## src/hdl/sram_host_pkg.sv

```systemverilog
// Package with timing counts and field constants for the async SRAM host controller
package sram_host_pkg;
  // Clock period in ns
  localparam int CLK_PERIOD_NS = 100;
  // Device timing figures in ns
  localparam int T_RC_NS = 70;
  localparam int T_WP_NS = 50;
  localparam int T_AS_NS = 0;
  localparam int T_WR_NS = 0;
  localparam int T_OH_NS = 10;
  localparam int T_SDR_NS = 0;
  // Cycle counts: least times round up, never below one cycle
  localparam int RC_CYC_I = (T_RC_NS + CLK_PERIOD_NS - 1) / CLK_PERIOD_NS;
  localparam int WP_CYC_I = (T_WP_NS + CLK_PERIOD_NS - 1) / CLK_PERIOD_NS;
  localparam logic [3:0] RC_CYC = (RC_CYC_I < 1) ? 4'h1 : RC_CYC_I[3:0];
  localparam logic [3:0] WP_CYC = (WP_CYC_I < 1) ? 4'h1 : WP_CYC_I[3:0];
  // Recovery after supply restore equals one read cycle
  localparam logic [3:0] RDR_CYC = RC_CYC;
  // Data bus widths and lanes
  localparam int DATA_W = 16;
  localparam int ADDR_W = 20;
  localparam int LANE_LO_MSB = 7;
  localparam int LANE_HI_LSB = 8;
  // Reset value of the count register
  localparam logic [3:0] CNT_RESET = 4'h0;
endpackage

```

## src/hdl/sram_host.sv

```systemverilog
// Host controller that drives an asynchronous 1M x 16 SRAM through its pins
// Function
// - Write happens only while low select and write strobe low, high select high.
// - Single byte write asserts exactly one lane enable; other lane undriven.
// - Word write asserts both lane enables together; all sixteen bits stored.
// - Host drives every strobe and address to a valid level, never floating.
// - Deselect before lowering supply; wait one read cycle after recovery.
module sram_host #(
  parameter int DATA_W = sram_host_pkg::DATA_W,
  parameter int ADDR_W = sram_host_pkg::ADDR_W
) (
  input wire logic SYS_CLK,
  input wire logic RESET,
  // User request side
  input wire logic REQ_VALID,
  output logic REQ_READY,
  input wire logic REQ_WRITE,
  input wire logic [ADDR_W-1:0] REQ_ADDR,
  input wire logic [DATA_W-1:0] REQ_WDATA,
  input wire logic [1:0] REQ_LANES,
  output logic RSP_VALID,
  output logic [DATA_W-1:0] RSP_RDATA,
  // Retention control
  input wire logic RETAIN_REQ,
  output logic RETAIN_SAFE,
  input wire logic SUPPLY_OK,
  // SRAM pins
  output logic [ADDR_W-1:0] SRAM_ADDR,
  output logic SRAM_CS_N,
  output logic SRAM_CS_HI,
  output logic SRAM_OE_N,
  output logic SRAM_WE_N,
  output logic SRAM_LB_N,
  output logic SRAM_UB_N,
  input wire logic [DATA_W-1:0] SRAM_DQ_I,
  output logic [DATA_W-1:0] SRAM_DQ_O,
  output logic [DATA_W-1:0] SRAM_DQ_OE
);
  typedef enum logic [2:0] {
    ST_IDLE = 3'b000,
    ST_RD = 3'b001,
    ST_WR = 3'b010,
    ST_WEND = 3'b011,
    ST_RET = 3'b100,
    ST_RCV = 3'b101
  } state_e;

  state_e state_r;
  state_e state_nxt;
  logic [3:0] cnt_r;
  logic [DATA_W-1:0] dq_s1_r;
  logic [DATA_W-1:0] dq_s2_r;
  logic sup_s1_r;
  logic sup_s2_r;
  logic [1:0] lanes_r;
  logic cnt_done;
  logic take;

  // Width of the lower lane; the upper lane takes the remaining data bits
  localparam int LANE_HI = sram_host_pkg::LANE_HI_LSB;

  assign cnt_done = (cnt_r <= 4'h1);
  // A request with no lane selected would only deselect the part, so it is not taken
  assign take = REQ_VALID && (REQ_LANES != 2'b00) && !RETAIN_REQ;
  assign REQ_READY = (state_r == ST_IDLE) && !RETAIN_REQ;
  assign RETAIN_SAFE = (state_r == ST_RET);

  // Two-stage synchroniser for the data pins
  // The part answers with no clock of its own, so its data may change near our edge
  always_ff @(posedge SYS_CLK) begin
    dq_s1_r <= SRAM_DQ_I;
    dq_s2_r <= dq_s1_r;
  end

  // Two-stage synchroniser for the supply status
  // Only the second stage is read, so a slow supply edge cannot upset the state machine
  always_ff @(posedge SYS_CLK) begin
    sup_s1_r <= SUPPLY_OK;
    sup_s2_r <= sup_s1_r;
  end

  // Next state decode
  always_comb begin
    state_nxt = state_r;
    case (state_r)
      ST_IDLE: begin
        if (RETAIN_REQ) begin
          state_nxt = ST_RET;
        end else if (take) begin
          state_nxt = REQ_WRITE ? ST_WR : ST_RD;
        end
      end
      // Read held two extra cycles for the two sync stages so sampled data reflects the settled pins
      ST_RD: begin
        if (cnt_done) begin
          state_nxt = ST_IDLE;
        end
      end
      // Write strobe stays low for the whole write pulse count
      ST_WR: begin
        if (cnt_done) begin
          state_nxt = ST_WEND;
        end
      end
      // One cycle with the strobe high but data still driven
      ST_WEND: begin
        state_nxt = ST_IDLE;
      end
      // Leave retention only once the restored supply has been seen twice
      ST_RET: begin
        if (!RETAIN_REQ && sup_s2_r) begin
          state_nxt = ST_RCV;
        end
      end
      // Recovery wait of one read cycle before any new access
      ST_RCV: begin
        if (cnt_done) begin
          state_nxt = ST_IDLE;
        end
      end
      default: begin
        state_nxt = ST_IDLE;
      end
    endcase
  end

  always_ff @(posedge SYS_CLK) begin
    if (RESET) begin
      state_r <= ST_IDLE;
    end else begin
      state_r <= state_nxt;
    end
  end

  // Phase counter; reads wait a full cycle time plus the two sync stages
  // Loaded on the take edge, counts down to one and then rests there
  // Rounding every least time up trades a little speed for margin at any clock rate
  always_ff @(posedge SYS_CLK) begin
    if (RESET) begin
      cnt_r <= sram_host_pkg::CNT_RESET;
    end else if (state_r == ST_IDLE && take) begin
      cnt_r <= REQ_WRITE ? sram_host_pkg::WP_CYC : sram_host_pkg::RC_CYC + 4'h2;
    end else if (state_r == ST_RET && state_nxt == ST_RCV) begin
      cnt_r <= sram_host_pkg::RDR_CYC;
    end else if (!cnt_done) begin
      cnt_r <= cnt_r - 4'h1;
    end
  end

  // Pin drive: every strobe always at a defined level
  // All pins come from flip-flops so the part never sees a combinational glitch
  // Write: low select, lanes and strobe fall as high select rises, strobe rises a pulse later,
  // selects and lanes return to idle one cycle after that
  // Read: low select, lanes and output enable fall as high select rises, and stay until the
  // synchronised data has been captured
  always_ff @(posedge SYS_CLK) begin
    if (RESET) begin
      SRAM_ADDR <= '0;
      SRAM_CS_N <= 1'b1;
      SRAM_CS_HI <= 1'b0;
      SRAM_OE_N <= 1'b1;
      SRAM_WE_N <= 1'b1;
      SRAM_LB_N <= 1'b1;
      SRAM_UB_N <= 1'b1;
      SRAM_DQ_O <= '0;
      lanes_r <= 2'b00;
    end else if (state_r == ST_IDLE && take && !RETAIN_REQ) begin
      // Address, selects and lanes set together; address setup is zero
      SRAM_ADDR <= REQ_ADDR;
      SRAM_CS_N <= 1'b0;
      SRAM_CS_HI <= 1'b1;
      SRAM_LB_N <= !REQ_LANES[0];
      SRAM_UB_N <= !REQ_LANES[1];
      SRAM_OE_N <= REQ_WRITE;
      SRAM_WE_N <= !REQ_WRITE;
      SRAM_DQ_O <= REQ_WDATA;
      lanes_r <= REQ_LANES;
    end else if (state_r == ST_WR && cnt_done) begin
      // WE rises first and ends the write while data still stands
      SRAM_WE_N <= 1'b1;
    end else if ((state_r == ST_RD && cnt_done) || state_r == ST_WEND) begin
      // Deselect with both selects; lanes left idle high
      SRAM_CS_N <= 1'b1;
      SRAM_CS_HI <= 1'b0;
      SRAM_OE_N <= 1'b1;
      SRAM_LB_N <= 1'b1;
      SRAM_UB_N <= 1'b1;
      lanes_r <= 2'b00;
    end else if (state_nxt == ST_RET) begin
      SRAM_CS_N <= 1'b1;
      SRAM_CS_HI <= 1'b0;
    end
  end

  // Data enable per lane: only during the write and its one-cycle hold after WE rises
  always_ff @(posedge SYS_CLK) begin
    if (RESET) begin
      SRAM_DQ_OE <= '0;
    end else if (state_r == ST_IDLE && take && REQ_WRITE) begin
      SRAM_DQ_OE <= {{(DATA_W-LANE_HI){REQ_LANES[1]}}, {LANE_HI{REQ_LANES[0]}}};
    end else if (state_r == ST_WEND) begin
      SRAM_DQ_OE <= '0; // Released after WE high so data hold time is met
    end
  end

  // Read capture: unselected lane reads as zero since the device floats it
  always_ff @(posedge SYS_CLK) begin
    if (RESET) begin
      RSP_VALID <= 1'b0;
      RSP_RDATA <= '0;
    end else begin
      RSP_VALID <= (state_r == ST_RD) && cnt_done;
      if (state_r == ST_RD && cnt_done) begin
        RSP_RDATA <= dq_s2_r & {{(DATA_W-LANE_HI){lanes_r[1]}}, {LANE_HI{lanes_r[0]}}};
      end
    end
  end
endmodule

```

## config.mk

```make
export PLATFORM = sky130hd
export DESIGN_NAME = sram_host
export DESIGN_NICKNAME = d
export VERILOG_FILES = /design/src/hdl/sram_host_pkg.sv /design/src/hdl/sram_host.sv
export SDC_FILE = /design/constraint.sdc
export NUM_CORES = 1
export LEC_CHECK = 0
export BUFFER_PORTS_ARGS = -buffer_cell sky130_fd_sc_hd__buf_4
export CORE_UTILIZATION = 49
export CTS_BUF_LIST = sky130_fd_sc_hd__clkbuf_4 sky130_fd_sc_hd__clkbuf_8
export DETAILED_ROUTE_END_ITERATION = 7
export PLACE_DENSITY = 0.81
export RECOVER_POWER = 100
export SLEW_MARGIN = 20
export SYNTH_ARGS = -nofsm -noshare
export SYNTH_HDL_FRONTEND = slang
export SYNTH_SLANG_ARGS = --single-unit
```

## constraint.sdc

```tcl
create_clock -name SYS_CLK -period 2.65 [get_ports SYS_CLK]
set_input_delay 0.1325 -clock SYS_CLK [delete_from_list [all_inputs] [get_ports SYS_CLK]]
set_output_delay 0.1325 -clock SYS_CLK [all_outputs]
set_load 0.05 [all_outputs]
```

Word-level counts from Yosys, hierarchy flattened
Index checks and enable logic that the tools add are counted.
{"block": "totals", "inputBits": 60, "regBits": 118, "mem_bits_rw": 0, "mem_count": 0, "output_inout_bits": 77, "latch_bits": 0, "wordCells": 85, "rom_bits": 0}
{"block": "op_classes", "muxes": 31, "order_cmp": 1, "div": 0, "n_eq_ne": 9, "n_bitwise": 1, "multipliers": 0, "n_shift": 0, "addsub": 1, "reduce_logical": 24}
{"op": "$mux W16", "count": 2}
{"op": "$and A16 B16 Y16", "count": 1}
{"op": "$mux W1", "count": 15}
{"op": "$mux W3", "count": 5}
{"op": "$eq A3 B3 Y1 const B", "count": 4}
{"op": "$mux W4", "count": 3}
{"op": "$pmux W3 S4", "count": 1}
{"op": "$logic_and A1 B1 Y1", "count": 10}
{"op": "$mux W2", "count": 5}
{"op": "$reduce_bool A2 Y1", "count": 4}
{"op": "$eq A3 B2 Y1 const B", "count": 2}
{"op": "$le A4 B1 Y1 const B", "count": 1}
{"op": "$logic_not A1 Y1", "count": 4}
{"op": "$reduce_and A2 Y1", "count": 2}
{"op": "$sub A4 B1 Y4 const B", "count": 1}
{"op": "$eq A3 B1 Y1 const B", "count": 1}
{"op": "$logic_not A3 Y1", "count": 1}
{"op": "$ne A3 B1 Y1 const B", "count": 1}
{"op": "$reduce_bool A3 Y1", "count": 1}
{"op": "$ne A2 B2 Y1 const B", "count": 1}
{"op": "$reduce_or A2 Y1", "count": 1}
{"op": "$logic_or A1 B1 Y1", "count": 1}

Longest topological paths before layout
{"block": "logic_depth", "depth_word": 11, "depth_mapped": 8, "depth_no_buf": 7}

Worst setup path before layout
Ideal clock, no wire load.
{"block": "synth_path", "kind": "register to register", "from": "reg cnt_r[0]", "to": "reg SRAM_CS_HI", "setup_ns": 0.116, "stages_incl_launch_ff": 7, "t_required_ns": 2.534, "setup_slack_ns": 0.786, "arrival_time_ns": 1.748, "path_buffers": 0, "period_less_slack_ns": 1.864, "path_cell_list": "dfxtp_1 > inv_1 > ha_1 > o21ai_0 > o32ai_4 > a2111o_1 > a41o_1"}
{"block": "synth_via", "elab_chain_cells": 6, "word_cells_on_any_way": 14, "classes_between": "1 x order compare; 2 x eq/ne; 6 x mux; 5 x reduce/logical"}
{"item": "from (decl)", "line": "sram_host.sv:50", "source": "logic [3:0] cnt_r;"}
{"item": "from (signal assigned)", "line": "sram_host.sv:140", "source": "cnt_r <= sram_host_pkg::CNT_RESET;"}
{"item": "from (signal assigned)", "line": "sram_host.sv:142", "source": "cnt_r <= REQ_WRITE ? sram_host_pkg::WP_CYC : sram_host_pkg::RC_CYC + 4'h2;"}
{"item": "from (signal assigned)", "line": "sram_host.sv:144", "source": "cnt_r <= sram_host_pkg::RDR_CYC;"}
{"item": "$le A4 B1 Y1 (*)", "line": "sram_host.sv:62", "source": "assign cnt_done = (cnt_r <= 4'h1);"}
{"item": "$mux W3 (tied with other cells)", "line": "sram_host.sv:95, sram_host.sv:117"}
{"item": "$pmux W3 S4 or $logic_or A1 B1 Y1 (tied branches)", "line": "sram_host.sv:85, sram_host.sv:181"}
{"item": "$eq A3 B3 Y1 or $mux W1 (tied branches)", "line": "sram_host.sv:189, sram_host.sv:181"}
{"item": "$reduce_bool A3 Y1 (no source line) or $mux W1 (tied branches)"}
{"item": "$reduce_and A2 Y1 (no source line) or $mux W1 (tied branches)"}
{"item": "to (signal assigned)", "line": "sram_host.sv:171", "source": "SRAM_CS_HI <= 1'b1;"}
{"item": "to (signal assigned)", "line": "sram_host.sv:184", "source": "SRAM_CS_HI <= 1'b0;"}
{"item": "to (signal assigned)", "line": "sram_host.sv:191", "source": "SRAM_CS_HI <= 1'b0;"}
{"item": "to (decl)", "line": "sram_host.sv:30", "source": "output logic SRAM_CS_HI,"}
Every way passes the cells marked *; elsewhere a longest branch is shown, timed or not. The select of a mux whose other input is x is not followed.
A chain may end at the register's enable or synchronous reset.

Worst setup path in the final report
{"block": "layout_path", "from": "reg state_r[2]", "to": "reg SRAM_CS_HI"}
{"block": "layout_via", "elab_chain_cells": 6, "word_cells_on_any_way": 25, "classes_between": "7 x eq/ne; 9 x mux; 9 x reduce/logical"}
{"item": "from (decl)", "line": "sram_host.sv:48", "source": "state_e state_r;"}
{"item": "from (signal assigned)", "line": "sram_host.sv:131", "source": "state_r <= state_nxt;"}
{"item": "$eq A3 B1 Y1 (tied with other cells)", "line": "sram_host.sv:85, sram_host.sv:181"}
{"item": "$reduce_or A2 Y1 (no source line) (tied with other cells)"}
{"item": "$pmux W3 S4 or $logic_or A1 B1 Y1 (tied branches)", "line": "sram_host.sv:85, sram_host.sv:181"}
{"item": "$eq A3 B3 Y1 or $mux W1 (tied branches)", "line": "sram_host.sv:189, sram_host.sv:181"}
{"item": "$reduce_bool A3 Y1 (no source line) or $mux W1 (tied branches)"}
{"item": "$reduce_and A2 Y1 (no source line) or $mux W1 (tied branches)"}
Several ways; a longest one is shown, not always the timed one. The select of a mux whose other input is x is not followed.

==> impl_metrics.json <==
{
  "status": "finished, final reports clean",
  "fmax_ghz": 0.4519,
  "core_um2": 6495,
  "worstSetupPathType": "flop to flop",
  "die_h_um": 85.11,
  "io_buffers": 136,
  "p_sw_share_pct": 31.52,
  "cp_slowest_cell": "or3_1",
  "clk_pin_slew_ps": 100,
  "hold_class": "input pin to flop",
  "fin_skew_ps": 12.60,
  "cts_tree": "done",
  "ys_warn_count": 0,
  "layout.cells.non_filler": 584,
  "root_buffer": "clkbuf_8",
  "routed_wl_um": 8625,
  "nets": 564,
  "peakVddDrop_mv": 0.4160,
  "ys_seq_area_share_pct": 61.52,
  "hpwl_um": 5181,
  "timing_hold_violations_final": 0,
  "gp_congestion": 0.9291,
  "start_kind": "flop",
  "vias": 2977,
  "post-route-period-util_pct": 83.51,
  "place_inst": 521,
  "final_max_slew_viol_count": 0,
  "drt_pass1_iterations": 4,
  "r2r_slack_ps": 440,
  "antenna_found_initial": 0,
  "num_rows": 29,
  "grt_pass1_vias": 3035,
  "top_usage_layer": "met2",
  "ys_ff_latch": 104,
  "drtIter0Drc": 116,
  "via_per_inst": 5.098,
  "grt_max_degree": 52,
  "clock_latency_ps": 370,
  "postSynthCellCount": 338,
  "avgSynthCellArea_um2": 10.01,
  "drt_drc_violations_left": 0,
  "layout_min_cycle_time_ps": 2213,
  "crit_top_cell": "or3_1",
  "slew-limit-headroom_pct": 46.40,
  "post_cts_buffers": 0,
  "p_clk_share_pct": 29.7,
  "crit_required_ps": 2910,
  "power_leakage_nw": 1.873,
  "grtUsageTotal_pct": 25.17,
  "path_cells": "or3_1, or3_1, clkbuf_1, o31a_4, a41o_1",
  "wl_per_cell_um": 14.77,
  "cts_max_path_buffers": 2,
  "ant_nets": 0,
  "htreeDepth": 3,
  "layout_commonest_cell": "dfxtp_1",
  "finalSetupViolCount": 0,
  "tightest_slew_ps": 804.0,
  "cts_made_buffers": 9,
  "netlist_area_um2": 3384,
  "cp_max_fo": 16,
  "use_met1_pct": 27.32,
  "drv_cap": 0,
  "pwr-share-seq_pct": 49.0,
  "crit_path_max_incr_delay_ps": 470,
  "io_pins": 137,
  "dp_slack_ps": 570.7,
  "most-common-layout-cells": "dfxtp_1, nand2_1, clkbuf_1, dlygate4sd3_1, buf_4",
  "comb_power_share_pct": 21.3,
  "cts_hold_buf": 46,
  "powerDensity_nw_per_um2": 748.5,
  "arrival_ps": 2480,
  "post_cts_resized": 0,
  "synthesis.nets": 400,
  "fin_tns_setup_ps": 0,
  "power.internal_mw": 2.411,
  "clkSinkCount": 104,
  "met3_usage_pct": 5.642,
  "ys_types": 34,
  "areaGrowthSynthToFinish_pct": 39.00,
  "setup_slack_ps": 437.0,
  "antenna_cells": 0,
  "cp-end-kind": "flop",
  "met2_usage_pct": 45.23,
  "utilization_pct": 72.43,
  "start_util_pct": 52.11,
  "dieArea_um2": 7244,
  "p_sw_mw": 1.110,
  "rsz0062_at_grt": "false",
  "die_x_um": 85.11,
  "grt_pass1_wl_um": 14030,
  "grt-ovfl-total": 0,
  "drive_gt1_share_pct": 16.37
}
[final timing paths]
path / from / to / cells after the start
setup reg to reg: state_r[2] / SRAM_CS_HI / 5
hold / removal: REQ_WDATA[9] / SRAM_DQ_O[9] / 3
setup / recovery: state_r[2] / SRAM_CS_HI / 5
hold reg to reg: dq_s1_r[6] / dq_s2_r[6] / 0
[flip-flops by register name, indices dropped and copies added, names as in the netlist]
| register | flops |
|---|---|
| SRAM_DQ_O | 16 |
| lanes_r | 2 |
| sup_s1_r | 1 |
| SRAM_WE_N | 1 |
| SRAM_DQ_OE | 2 |
| SRAM_CS_N | 1 |
| SRAM_LB_N | 1 |
| SRAM_CS_HI | 1 |
| SRAM_OE_N | 1 |
| SRAM_UB_N | 1 |
| state_r | 3 |
| sup_s2_r | 1 |
| cnt_r | 4 |
| RSP_VALID | 1 |
| dq_s1_r | 16 |
| dq_s2_r | 16 |
| SRAM_ADDR | 20 |
| RSP_RDATA | 16 |
[cells in the mapped netlist]
master / instances / area (um2)
a31oi_1: 1 / 6.260
a2111o_1: 1 / 11.26
o32ai_1: 1 / 8.760
o32ai_4: 1 / 27.53
dfxtp_1: 104 / 2082
or3_4: 1 / 11.26
and2_1: 3 / 18.77
buf_4: 16 / 120.1
o21ai_1: 1 / 5.000
or2_4: 1 / 8.760
nor2_1: 7 / 26.28
o31a_1: 2 / 17.52
or3_1: 3 / 18.77
buf_2: 5 / 25.02
nor3_1: 4 / 20.02
a22o_1: 16 / 140.1
xnor2_1: 3 / 26.28
o31ai_2: 1 / 12.51
o21ai_0: 3 / 15.01
a21oi_1: 43 / 215.2
a41o_1: 1 / 10.01
o31a_4: 1 / 17.52
buf_6: 3 / 33.78
a32oi_1: 1 / 8.760
nand3b_1: 4 / 30.03
and3b_1: 1 / 8.760
inv_1: 7 / 26.28
a211oi_1: 1 / 7.510
o211ai_1: 1 / 7.510
ha_1: 2 / 25.02
clkbuf_1: 9 / 33.78
nand2_1: 84 / 315.3
nor4_1: 5 / 31.28
a211oi_2: 1 / 12.51
[metrics by stage]
| step | instance area (um2) | total power [mW] | hold slack, ps |
|---|---|---|---|
| floorplan | 3385 | 2.283 | 160.2 |
| CTS | 4996 | 3.576 | 0.8748 |
| finish | 4705 | 3.521 | 13.04 |
| global route | 4705 | 3.693 | 5.231 |
| global placement | 4317 | 2.477 | 237.2 |
| detailed placement | 4317 | 2.490 | 237.9 |
[critical path: cells and delay by family, from the launching register on]
kind                   cells  cell delay (ps)
AO/OA/AOI/OAI              2              480
buffers and inverters      1              360
flip-flops                 1              420
AND/OR/NAND/NOR            2              850
[power by group through the flow]
stage	logic [mW]	clock network, mW	registers [mW]
after floorplan	0.416	0	1.87
after global placement	0.720	0	1.76
after detailed placement	0.728	0	1.76
after CTS	0.788	1.06	1.73
after global routing	0.817	1.14	1.74
final	0.749	1.05	1.73
[layer usage]
| layer | up-vias | share of wire, % |
|---|---|---|
| li1 | 1452 | - |
| met1 | 1383 | 39 |
| met2 | 117 | 51 |
| met3 | 25 | 6.5 |
| met4 | 0 | 3.3 |
| met5 | - | 0 |
[layout make-up]
cell class | count | area (um2)
Timing Repair Buffer | 186 | 1222
Fill cell | 529 | 1790
Multi-Input combinational cell | 194 | 1059
Sequential cell | 104 | 2082
Inverter | 7 | 26.28
Clock buffer | 9 | 123.9
Clock inverter | 7 | 95.09
Tap cell | 77 | 96.34
[kinds of logic after synthesis]
logic type	share of synthesized area, %
flip-flops	61.52
buffers and inverters	7.061
AO/OA/AOI/OAI	15.45
adder cells (fa/ha/maj)	0.7393
XOR/XNOR	0.7765
AND/OR/NAND/NOR	14.46
Note: power is estimated with default switching activity, not from simulation.
